File: config.mk
export PLATFORM = sky130hd
export DESIGN_NAME = ccf3_top
export DESIGN_NICKNAME = d
export VERILOG_FILES = /design/src/hw/ccf3_pkg.sv /design/src/hw/ccf3_top.sv /design/src/hw/ccf3_prio_extract.sv
export SDC_FILE = /design/constraint.sdc
export NUM_CORES = 1
export LEC_CHECK = 0
export BUFFER_PORTS_ARGS = -buffer_cell sky130_fd_sc_hd__buf_2
export CAP_MARGIN = 0
export CORE_AREA = 2 2 55 69
export CTS_CLUSTER_DIAMETER = 200
export DETAILED_ROUTE_END_ITERATION = 16
export DIE_AREA = 0 0 57 71
export PLACE_DENSITY = 0.88
export SYNTH_ARGS = -nofsm -noshare
export SYNTH_HDL_FRONTEND = slang
export SYNTH_HIERARCHICAL = 1
export SYNTH_SLANG_ARGS = --single-unit
File: constraint.sdc
create_clock -name I_CORE_CLK -period 0.85 [get_ports I_CORE_CLK]
set_input_delay 0.0425 -clock I_CORE_CLK [delete_from_list [all_inputs] [get_ports I_CORE_CLK]]
set_output_delay 0.0425 -clock I_CORE_CLK [all_outputs]
set_load 0.02 [all_outputs]
File: src/hw/ccf3_pkg.sv
// Constants, field layout and codes for the third core capability register.
// Assumes a single core clock and a synchronous active-low reset.
//
// Contract
// [RL1] Read-only two-bit priority width: 0 gives six-bit fields, 1 eight-bit, rest reserved.
// [RL2] Eight-bit status priority: status bit 18 is MSB, bit 16 next.
// [RL3] Eight-bit requested priority: cause bit 17 is MSB, bit 16 next.
// [RL4] Read-only three-bit compact set revision; 0 is first release, 1-7 reserved.
// [RL5] Read-only bit, 1 when the microcontroller extension is implemented.
// [RL6] Writable bit picks exception-entry instruction set: 0 full, 1 compact.
// [RL7] Exception-entry set bit resets to an externally driven input value. With a single set available, the code loads that set and ignores the strap.
// [RL8] Read-only two-bit set availability: 32-bit, compact, both with either default.
// [RL9] Read-only bit, 1 when the user-local register is implemented.
// [RL10] Read-only bit, 1 when signal-processing extension revision two is implemented.
// [RL11] Read-only bit, 1 when the signal-processing extension is implemented.
// [RL12] Read-only bit, 1 when instruction flow trace is implemented.
// [RL13] Read-only bit, 1 when external interrupt controller mode is supported and present.
// [RL14] Read-only vectored interrupt bit; always zero on first-release architecture.
// [RL15] Read-only small page bit; always zero on first-release architecture.
// [RL16] Read-only bit, 1 when the common device memory map is implemented.
// [RL17] Read-only bit, 1 when the multithreading extension is implemented.
// [RL18] Read-only bit, 1 when the smart-card security extension is implemented.
// [RL19] Read-only bit, 1 when program-counter or data trace is implemented.
// [RL20] Reserved bits read zero; software writes zero to them.
// [RL21] Top bit reads zero; further configuration register absent.
// [RL22] Writes leave preset fields unchanged; only exception-entry set bit is writable.

package ccf3_pkg;

  // ****************************************************************
  // Field positions
  // ****************************************************************
  localparam int unsigned CCF3_MORE_BIT = 31;
  localparam int unsigned CCF3_PRIO_W_LSB = 21;
  localparam int unsigned CCF3_REV_LSB = 18;
  localparam int unsigned CCF3_MCU_BIT = 17;
  localparam int unsigned CCF3_EXC_ISA_BIT = 16;
  localparam int unsigned CCF3_AVAIL_LSB = 14;
  localparam int unsigned CCF3_ULR_BIT = 13;
  localparam int unsigned CCF3_SPR2_BIT = 11;
  localparam int unsigned CCF3_SPE_BIT = 10;
  localparam int unsigned CCF3_FLOW_BIT = 8;
  localparam int unsigned CCF3_LARGE_ADDR_BIT = 7;
  localparam int unsigned CCF3_EIC_BIT = 6;
  localparam int unsigned CCF3_VEC_IRQ_BIT = 5;
  localparam int unsigned CCF3_SPG_BIT = 4;
  localparam int unsigned CCF3_CDM_BIT = 3;
  localparam int unsigned CCF3_MTH_BIT = 2;
  localparam int unsigned CCF3_SEC_BIT = 1;
  localparam int unsigned CCF3_TRC_BIT = 0;

  // ****************************************************************
  // Priority field placement in status and cause words
  // ****************************************************************
  localparam int unsigned CCF3_STAT_PRIO_MSB_BIT = 18;
  localparam int unsigned CCF3_CAUSE_PRIO_MSB_BIT = 17;
  localparam int unsigned CCF3_PRIO_SMSB_BIT = 16;
  localparam int unsigned CCF3_PRIO_LOW_LSB = 10;
  localparam int unsigned CCF3_PRIO_LOW_W = 6;
  localparam int unsigned CCF3_PRIO_MAX_W = 8;

  // ****************************************************************
  // Codes and reset values
  // ****************************************************************
  localparam logic [1:0] CCF3_PW_SIX = 2'h0;
  localparam logic [1:0] CCF3_PW_EIGHT = 2'h1;
  localparam logic [2:0] CCF3_REV_FIRST = 3'h0;
  localparam logic [1:0] CCF3_AV_FULL_ONLY = 2'h0;
  localparam logic [1:0] CCF3_AV_COMPACT_ONLY = 2'h1;
  localparam logic [1:0] CCF3_AV_BOTH_FULL = 2'h2;
  localparam logic [1:0] CCF3_AV_BOTH_COMPACT = 2'h3;
  localparam logic CCF3_ISA_FULL = 1'b0;
  localparam logic CCF3_ISA_COMPACT = 1'b1;
  localparam logic [31:0] CCF3_RDATA_RST = 32'h0000_0000;
  localparam logic [7:0] CCF3_PRIO_RST = 8'h00;

  // Register word layout, MSB first
  typedef struct packed {
    logic more_cfg;
    logic [7:0] rsvd_hi;
    logic [1:0] priority_field_width;
    logic [2:0] compact_isa_revision;
    logic mcu_present;
    logic exception_entry_instr_set;
    logic [1:0] instr_set_avail;
    logic user_local_reg_present;
    logic rsvd_12;
    logic signal_proc_rev2_present;
    logic signal_proc_ext_present;
    logic rsvd_9;
    logic flow_trace_present;
    logic large_phys_addr;
    logic external_irq_ctrl_present;
    logic vectored_irq_present;
    logic small_page_present;
    logic common_device_map_present;
    logic multithread_present;
    logic secure_card_ext_present;
    logic trace_present;
  } ccf3_word_s;

  // Decoded priority levels handed to the interrupt logic
  typedef struct packed {
    logic [7:0] status_priority_level;
    logic [7:0] requested_priority_level;
  } ccf3_prio_s;

endpackage

File: src/hw/ccf3_top.sv
// Third core capability register with its coprocessor read/write port.
// Assumes one-cycle read and write strobes on the core clock.
`timescale 1ns/1ps

module ccf3_top
  import ccf3_pkg::*;
#(
  parameter logic [1:0] PRIO_WIDTH_CODE = CCF3_PW_EIGHT,
  parameter logic [2:0] COMPACT_REV = CCF3_REV_FIRST,
  parameter logic [1:0] INSTR_SET_AVAIL = CCF3_AV_BOTH_FULL,
  parameter bit ARCH_REL2 = 1'b1,
  parameter bit HAS_MCU = 1'b1,
  parameter bit HAS_ULR = 1'b1,
  parameter bit HAS_SPR2 = 1'b0,
  parameter bit HAS_SPE = 1'b0,
  parameter bit HAS_FLOW = 1'b0,
  parameter bit HAS_LARGE_ADDR = 1'b0,
  parameter bit HAS_EIC = 1'b1,
  parameter bit HAS_VEC_IRQ = 1'b1,
  parameter bit HAS_SPG = 1'b0,
  parameter bit HAS_CDM = 1'b0,
  parameter bit HAS_MTH = 1'b0,
  parameter bit HAS_SEC = 1'b0,
  parameter bit HAS_TRC = 1'b0
) (
  input wire logic I_CORE_CLK,
  input wire logic I_RST_N,
  input wire logic I_EXC_ISA_RESET,
  input wire logic I_CP_RD,
  input wire logic I_CP_WR,
  input wire logic [31:0] I_CP_WDATA,
  input wire logic [31:0] I_STATUS,
  input wire logic [31:0] I_CAUSE,
  output logic [31:0] O_CP_RDATA,
  output logic O_CP_RVALID,
  output logic O_EXC_ENTRY_COMPACT,
  output logic [7:0] O_STATUS_PRIO,
  output logic [7:0] O_REQ_PRIO
);

  // ****************************************************************
  // Preset fields and the writable entry-set bit
  // ****************************************************************

  ccf3_word_s word;
  logic exc_isa_r;
  logic exc_isa_nxt;
  logic exc_isa_fixed;
  logic exc_isa_fixed_val;
  logic [31:0] rdata_r;
  logic rvalid_r;
  logic exc_out_r;
  ccf3_prio_s prio;

  // Assemble the visible word
  always_comb begin
    // [RL21] no further config
    word.more_cfg = 1'b0;
    // [RL20] reserved read zero
    word.rsvd_hi = 8'h00;
    word.rsvd_12 = 1'b0;
    word.rsvd_9 = 1'b0;
    // [RL1] priority width preset
    word.priority_field_width = PRIO_WIDTH_CODE;
    // [RL4] compact revision preset
    word.compact_isa_revision = COMPACT_REV;
    // [RL5] controller extension flag
    word.mcu_present = HAS_MCU;
    // [RL6] writable entry set
    word.exception_entry_instr_set = exc_isa_r;
    // [RL8] set availability preset
    word.instr_set_avail = INSTR_SET_AVAIL;
    // [RL9] user-local flag
    word.user_local_reg_present = HAS_ULR;
    // [RL10] revision two flag
    word.signal_proc_rev2_present = HAS_SPR2;
    // [RL11] signal-processing flag
    word.signal_proc_ext_present = HAS_SPE;
    // [RL12] flow trace flag
    word.flow_trace_present = HAS_FLOW;
    word.large_phys_addr = HAS_LARGE_ADDR & ARCH_REL2;
    // [RL13] external controller flag
    word.external_irq_ctrl_present = HAS_EIC & ARCH_REL2;
    // [RL14] vectored flag, zero on first release
    word.vectored_irq_present = HAS_VEC_IRQ & ARCH_REL2;
    // [RL15] small page flag, zero on first release
    word.small_page_present = HAS_SPG & ARCH_REL2;
    // [RL16] device map flag
    word.common_device_map_present = HAS_CDM;
    // [RL17] multithread flag
    word.multithread_present = HAS_MTH;
    // [RL18] smart-card flag
    word.secure_card_ext_present = HAS_SEC;
    // [RL19] trace flag
    word.trace_present = HAS_TRC;
  end

  // ****************************************************************
  // Exception-entry instruction set bit
  // ****************************************************************

  // With a single set available the bit cannot name the missing one
  always_comb begin
    exc_isa_fixed = (INSTR_SET_AVAIL == CCF3_AV_FULL_ONLY) ||
                    (INSTR_SET_AVAIL == CCF3_AV_COMPACT_ONLY);
    exc_isa_fixed_val = (INSTR_SET_AVAIL == CCF3_AV_COMPACT_ONLY) ? CCF3_ISA_COMPACT
                                                                   : CCF3_ISA_FULL;
    exc_isa_nxt = exc_isa_r;
    // [RL22] only this bit writable
    if (I_CP_WR) begin
      exc_isa_nxt = I_CP_WDATA[CCF3_EXC_ISA_BIT];
    end
    if (exc_isa_fixed) begin
      exc_isa_nxt = exc_isa_fixed_val;
    end
  end

  // Reset value sampled from the outside strap while reset is held; a single-set preset loads its fixed set instead
  always_ff @(posedge I_CORE_CLK) begin
    if (!I_RST_N) begin
      // [RL7] strap gives reset value
      exc_isa_r <= exc_isa_fixed ? exc_isa_fixed_val : I_EXC_ISA_RESET;
    end else begin
      exc_isa_r <= exc_isa_nxt;
    end
  end

  // Registered copy of the bit for the vectoring logic
  always_ff @(posedge I_CORE_CLK) begin
    if (!I_RST_N) begin
      exc_out_r <= CCF3_ISA_FULL;
    end else begin
      exc_out_r <= exc_isa_r;
    end
  end

  // ****************************************************************
  // Read port
  // ****************************************************************

  // Read data registered; a read strobe returns the word next cycle
  always_ff @(posedge I_CORE_CLK) begin
    if (!I_RST_N) begin
      rdata_r <= CCF3_RDATA_RST;
      rvalid_r <= 1'b0;
    end else begin
      rvalid_r <= I_CP_RD;
      if (I_CP_RD) begin
        rdata_r <= word;
      end
    end
  end

  // ****************************************************************
  // Priority level extraction
  // ****************************************************************

  ccf3_prio_extract u_prio (
    .i_clk(I_CORE_CLK),
    .i_rst_n(I_RST_N),
    .i_width_code(PRIO_WIDTH_CODE),
    .i_status(I_STATUS),
    .i_cause(I_CAUSE),
    .o_prio(prio)
  );

  assign O_CP_RDATA = rdata_r;
  assign O_CP_RVALID = rvalid_r;
  assign O_EXC_ENTRY_COMPACT = exc_out_r;
  assign O_STATUS_PRIO = prio.status_priority_level;
  assign O_REQ_PRIO = prio.requested_priority_level;

endmodule

File: src/hw/ccf3_prio_extract.sv
// Extracts status and requested priority levels from status and cause words.
// Assumes the width code is stable; output is registered one cycle later.
`timescale 1ns/1ps

module ccf3_prio_extract
  import ccf3_pkg::*;
(
  input wire logic i_clk,
  input wire logic i_rst_n,
  input wire logic [1:0] i_width_code,
  input wire logic [31:0] i_status,
  input wire logic [31:0] i_cause,
  output ccf3_prio_s o_prio
);

  ccf3_prio_s prio_nxt;
  ccf3_prio_s prio_r;

  // Gather one level; upper two bits only when the field is eight wide
  function automatic logic [7:0] pick_level(input logic [31:0] word, input logic [4:0] msb_pos,
                                            input logic wide);
    logic [7:0] lvl;
    lvl = {2'b00, word[CCF3_PRIO_LOW_LSB +: CCF3_PRIO_LOW_W]};
    if (wide) begin
      lvl[7] = word[msb_pos];
      lvl[6] = word[CCF3_PRIO_SMSB_BIT];
    end
    return lvl;
  endfunction

  // Combine both levels
  always_comb begin
    // [RL2] status level layout
    prio_nxt.status_priority_level = pick_level(i_status, 5'(CCF3_STAT_PRIO_MSB_BIT),
                                                i_width_code == CCF3_PW_EIGHT);
    // [RL3] requested level layout
    prio_nxt.requested_priority_level = pick_level(i_cause, 5'(CCF3_CAUSE_PRIO_MSB_BIT),
                                                   i_width_code == CCF3_PW_EIGHT);
  end

  // Register the levels
  always_ff @(posedge i_clk) begin
    if (!i_rst_n) begin
      prio_r <= {CCF3_PRIO_RST, CCF3_PRIO_RST};
    end else begin
      prio_r <= prio_nxt;
    end
  end

  assign o_prio = prio_r;

endmodule

======== Yosys cells after proc, flatten, opt, wreduce, memory -nomap -nowiden ========
Cells that the tools add are included.
word-level totals
  flip-flop bits (word level) ............. 25
  bits of input ports ..................... 101
  output and inout port bits .............. 50
  word-level logic and storage cells ...... 9
operators by class
  equal/unequal tests ..................... 1
  mux-type cells .......................... 2
operator list
  operator                                       count
  two-way mux 1 bit                              2
  != test 2 x 1 -> 1 bit, second input constant  1

======== Longest topological paths before layout ========
  depth in word-level cells ............... 2
  mapped depth ............................ 2
  gate-level depth less buffers ........... 2

======== Cells and area by module ========
The synthesis kept the hierarchy.
by module, submodules not included
  module             instances  cells each  area an instance (um^2)  seq. area each (um^2)
  ccf3_prio_extract  1          33          446.7                    320.3
  ccf3_top           1          44          402.9                    110.1

======== Worst setup path after synthesis ========
No wires, ideal clock.
  kind .................................... register -> output
  start point ............................. register, netlist name O_CP_RDATA[15]
  end point ............................... output port O_CP_RDATA[13]
  arrival ................................. 0.700 ns
  slack ................................... 0.107 ns
  cell stages (with the launch flop) ...... 2
  buffers on the path ..................... 1
  cell sequence ........................... dfxtp_1 -> buf_4
RTL lines
  item           line            source
  end, declared  ccf3_top.sv:34  output logic [31:0] O_CP_RDATA,

==> impl_metrics.ini <==
[grt]
first_global_vias = 513
globalRouteOverflowTotal = 0
grt_max_degree = 19
antenna_found_initial = 0
met2_usage_pct = 11.9
grt-busiest-layer = met2
use_met3_pct = 4.20
grt_use_total_pct = 7.21
grt_pass1_wl_mm = 2.24
gr-usage-met1_pct = 7.69

[yosys]
async_reset_ff_share_pct = 0
synth_flop_cell = dfxtp_1
synth_cells = 77
ys_types = 13
synth_edf_count = 1
synth_area_per_cell_um2 = 11.0
ys_seq_area_share_pct = 50.7
synth.cell_area_um2 = 850
yosysMostFrequentCell = buf_4
synth_top_area_share_pct = 47.1
yosys_warnings = 6
synth_common_cells = 30 x buf_4, 20 x dfxtp_1, 12 x and2_1, 4 x and4b_1
netlist_top_cells_area = dfxtp_1 47%, buf_4 27%, and2_1 8.8%
ys_seq_elements = 21
synth_area_leader_cell = dfxtp_1

[power]
p_switching_uw = 565
peakVddDrop_mv = 0.990
pwr-share-clk_pct = 29.7
power_frac_comb_pct = 19.6
seqPwrFrac_pct = 50.7
switching_share_pct = 26.9
p_leak_nw = 0.653
p_int_mw = 1.53
power_density_mw_per_mm2 = 1750

[drt]
wire_per_inst_um = 8.64
drt_iter0_markers = 4
ant_nets = 0
avgViaCountPerCell = 3.41
route.detailed.drc = 0
via_count = 610
finalWirelength_mm = 1.55
drt-pass1-iter-count = 2

[setup_path]
cpMaxStageDelayCell = dfxtp_4
cp.buffers_inverters = 1
startpoint = O_CP_RDATA[15]
cp_max_fo = 7
worstSetupPathType = reg -> out
crit_path_max_incr_delay_ns = 0.36
cp_cell_sequence = buf_4
cp.arrival_ns = 0.77
cp.required_ns = 0.81
cp.depth = 1
ff2ff_setup_slack_ns = 0.17
cp_top_family = flip-flops
timing.rr.end = O_CP_RDATA[16]
r2r_cells = 2
reg2reg_from = exc_isa_r
startpoint_type = flop
crit_end = O_CP_RDATA[6]
critPathCaptureType = output port

[layout]
finalNetCount = 242
drive_above_1_share_pct = 39.3
antenna_cells = 0
fin_cells = 179
final_core_util_pct = 35.1
syn2layout_area_growth_pct = 41.4
finalInstanceArea_mm2 = 0.00120

[sta]
setup_tns_ns = 0
finalSetupViolCount = 0
hold_viol = 0
max_freq_mhz = 1230
rsz0062_at_grt = no
timing.final.crit_share_pct = 95.8
fin_worst_skew_ns = 0.000939
timing.hold.ws_ns = 0.0266
slew_violations = 0
fin_crit_ns = 0.814

[placement]
hpwl_mm = 1.11
io_buffers = 46
place_area_mm2 = 0.00102
place_inst = 163
place.gp.congestion = 0.630

[clock_network]
post_cts.repair.setup_buffers = 0
numClockSinks = 21
htreeDepth = 1
cts_root_buf = clkbuf_8
clk_latency_ns = 0.25
cts_buffer_depth = 2
cts_tree = done
clkTransAtPathRegs_ns = 0.07
cts_buffers = 3

[run_status]
outcome = finished clean

[die]
die_y_um = 71
coreArea_mm2 = 0.00342
dieArea_mm2 = 0.00405
ios = 151
die_width_um = 57
row_count = 24
start_util_pct = 24.8

[hold_path]
worstHoldStart = I_CP_RD
worst_hold_path_type = in -> reg

[run]
max_cap_viol_count = 0
-- power by group through the flow --
stage | clock (mW) | combinational (mW) | sequential, mW
6_report | 0.623 | 0.412 | 1.06
3_3_place_gp | 0 | 0.351 | 1.08
5_1_grt | 0.683 | 0.443 | 1.07
2_1_floorplan | 0 | 0.283 | 1.15
4_1_cts | 0.660 | 0.400 | 1.06
3_5_place_dp | 0 | 0.357 | 1.08
-- sequential cells by signal (all words and copies together) (netlist names) --
signal	flops
O_CP_RVALID	1
O_EXC_ENTRY_COMPACT	1
O_CP_RDATA	2
exc_isa_r	1
u_prio/o_prio	16
-- stage by stage --
stage	worst slack, ns	power, mW
3_5_place_dp	0.0833	1.44
4_1_cts	0.00819	2.12
3_3_place_gp	0.0806	1.43
5_1_grt	0.00475	2.19
2_1_floorplan	0.107	1.43
6_report	0.0359	2.10
-- cell type report --
| class | count | area (µm²) |
|---|---|---|
| clock buffer | 3 | 41.3 |
| fill | 348 | 2220 |
| timing repair buffer | 59 | 373 |
| clock inverter | 1 | 5.00 |
| tap | 39 | 48.8 |
| sequential | 21 | 434 |
| multi-input combinational | 56 | 299 |
-- cells by family after synthesis --
| logic type | after synthesis | share of synthesized area (%) |
|---|---|---|
| AO/OA/AOI/OAI | 1 | 0.884 |
| buffers and inverters | 31 | 27.8 |
| flip-flops | 21 | 50.7 |
| multiplexers | 2 | 2.95 |
| other | 2 | 0.884 |
| AND/OR/NAND/NOR | 20 | 16.8 |
-- what timing repair did --
item	CTS	global route
hold endpoints to repair	12	0
gates resized for setup	1	7
endpoints found under the setup margin	6	6
hold buffers	12	0
-- cells in the final DEF, fill, tap and decap left out, types with 2 or more instances in the layout --
| cell type | netlist | routed |
|---|---|---|
| buf_2 | 0 | 40 |
| conb_1 | 2 | 33 |
| dfxtp_1 | 20 | 19 |
| dlygate4sd3_1 | 0 | 12 |
| and2_1 | 12 | 12 |
| buf_4 | 30 | 7 |
| and4b_1 | 4 | 4 |
| clkbuf_8 | 0 | 3 |
| and2_2 | 2 | 2 |
-- how the worst min path moves through the flow --
stage | cells past startpoint | end | slack (ns)
finish | 2 | O_CP_RDATA[15] | 0.03
global route | 2 | O_CP_RDATA[15] | 0.03
CTS | 2 | O_CP_RDATA[15] | 0.03
detailed placement | 2 | u_prio/o_prio[10] | 0.25
global placement | 2 | u_prio/o_prio[13] | 0.25
floorplan | 1 | O_CP_RDATA[15] | 0.15
-- per-layer routing --
layer	share of wire, %	vias to the layer above
met5	0	-
met4	0.58	0
met3	19	2
met2	44	57
met1	37	249
li1	-	302
No activity file was read; power rests on OpenSTA's default activity.
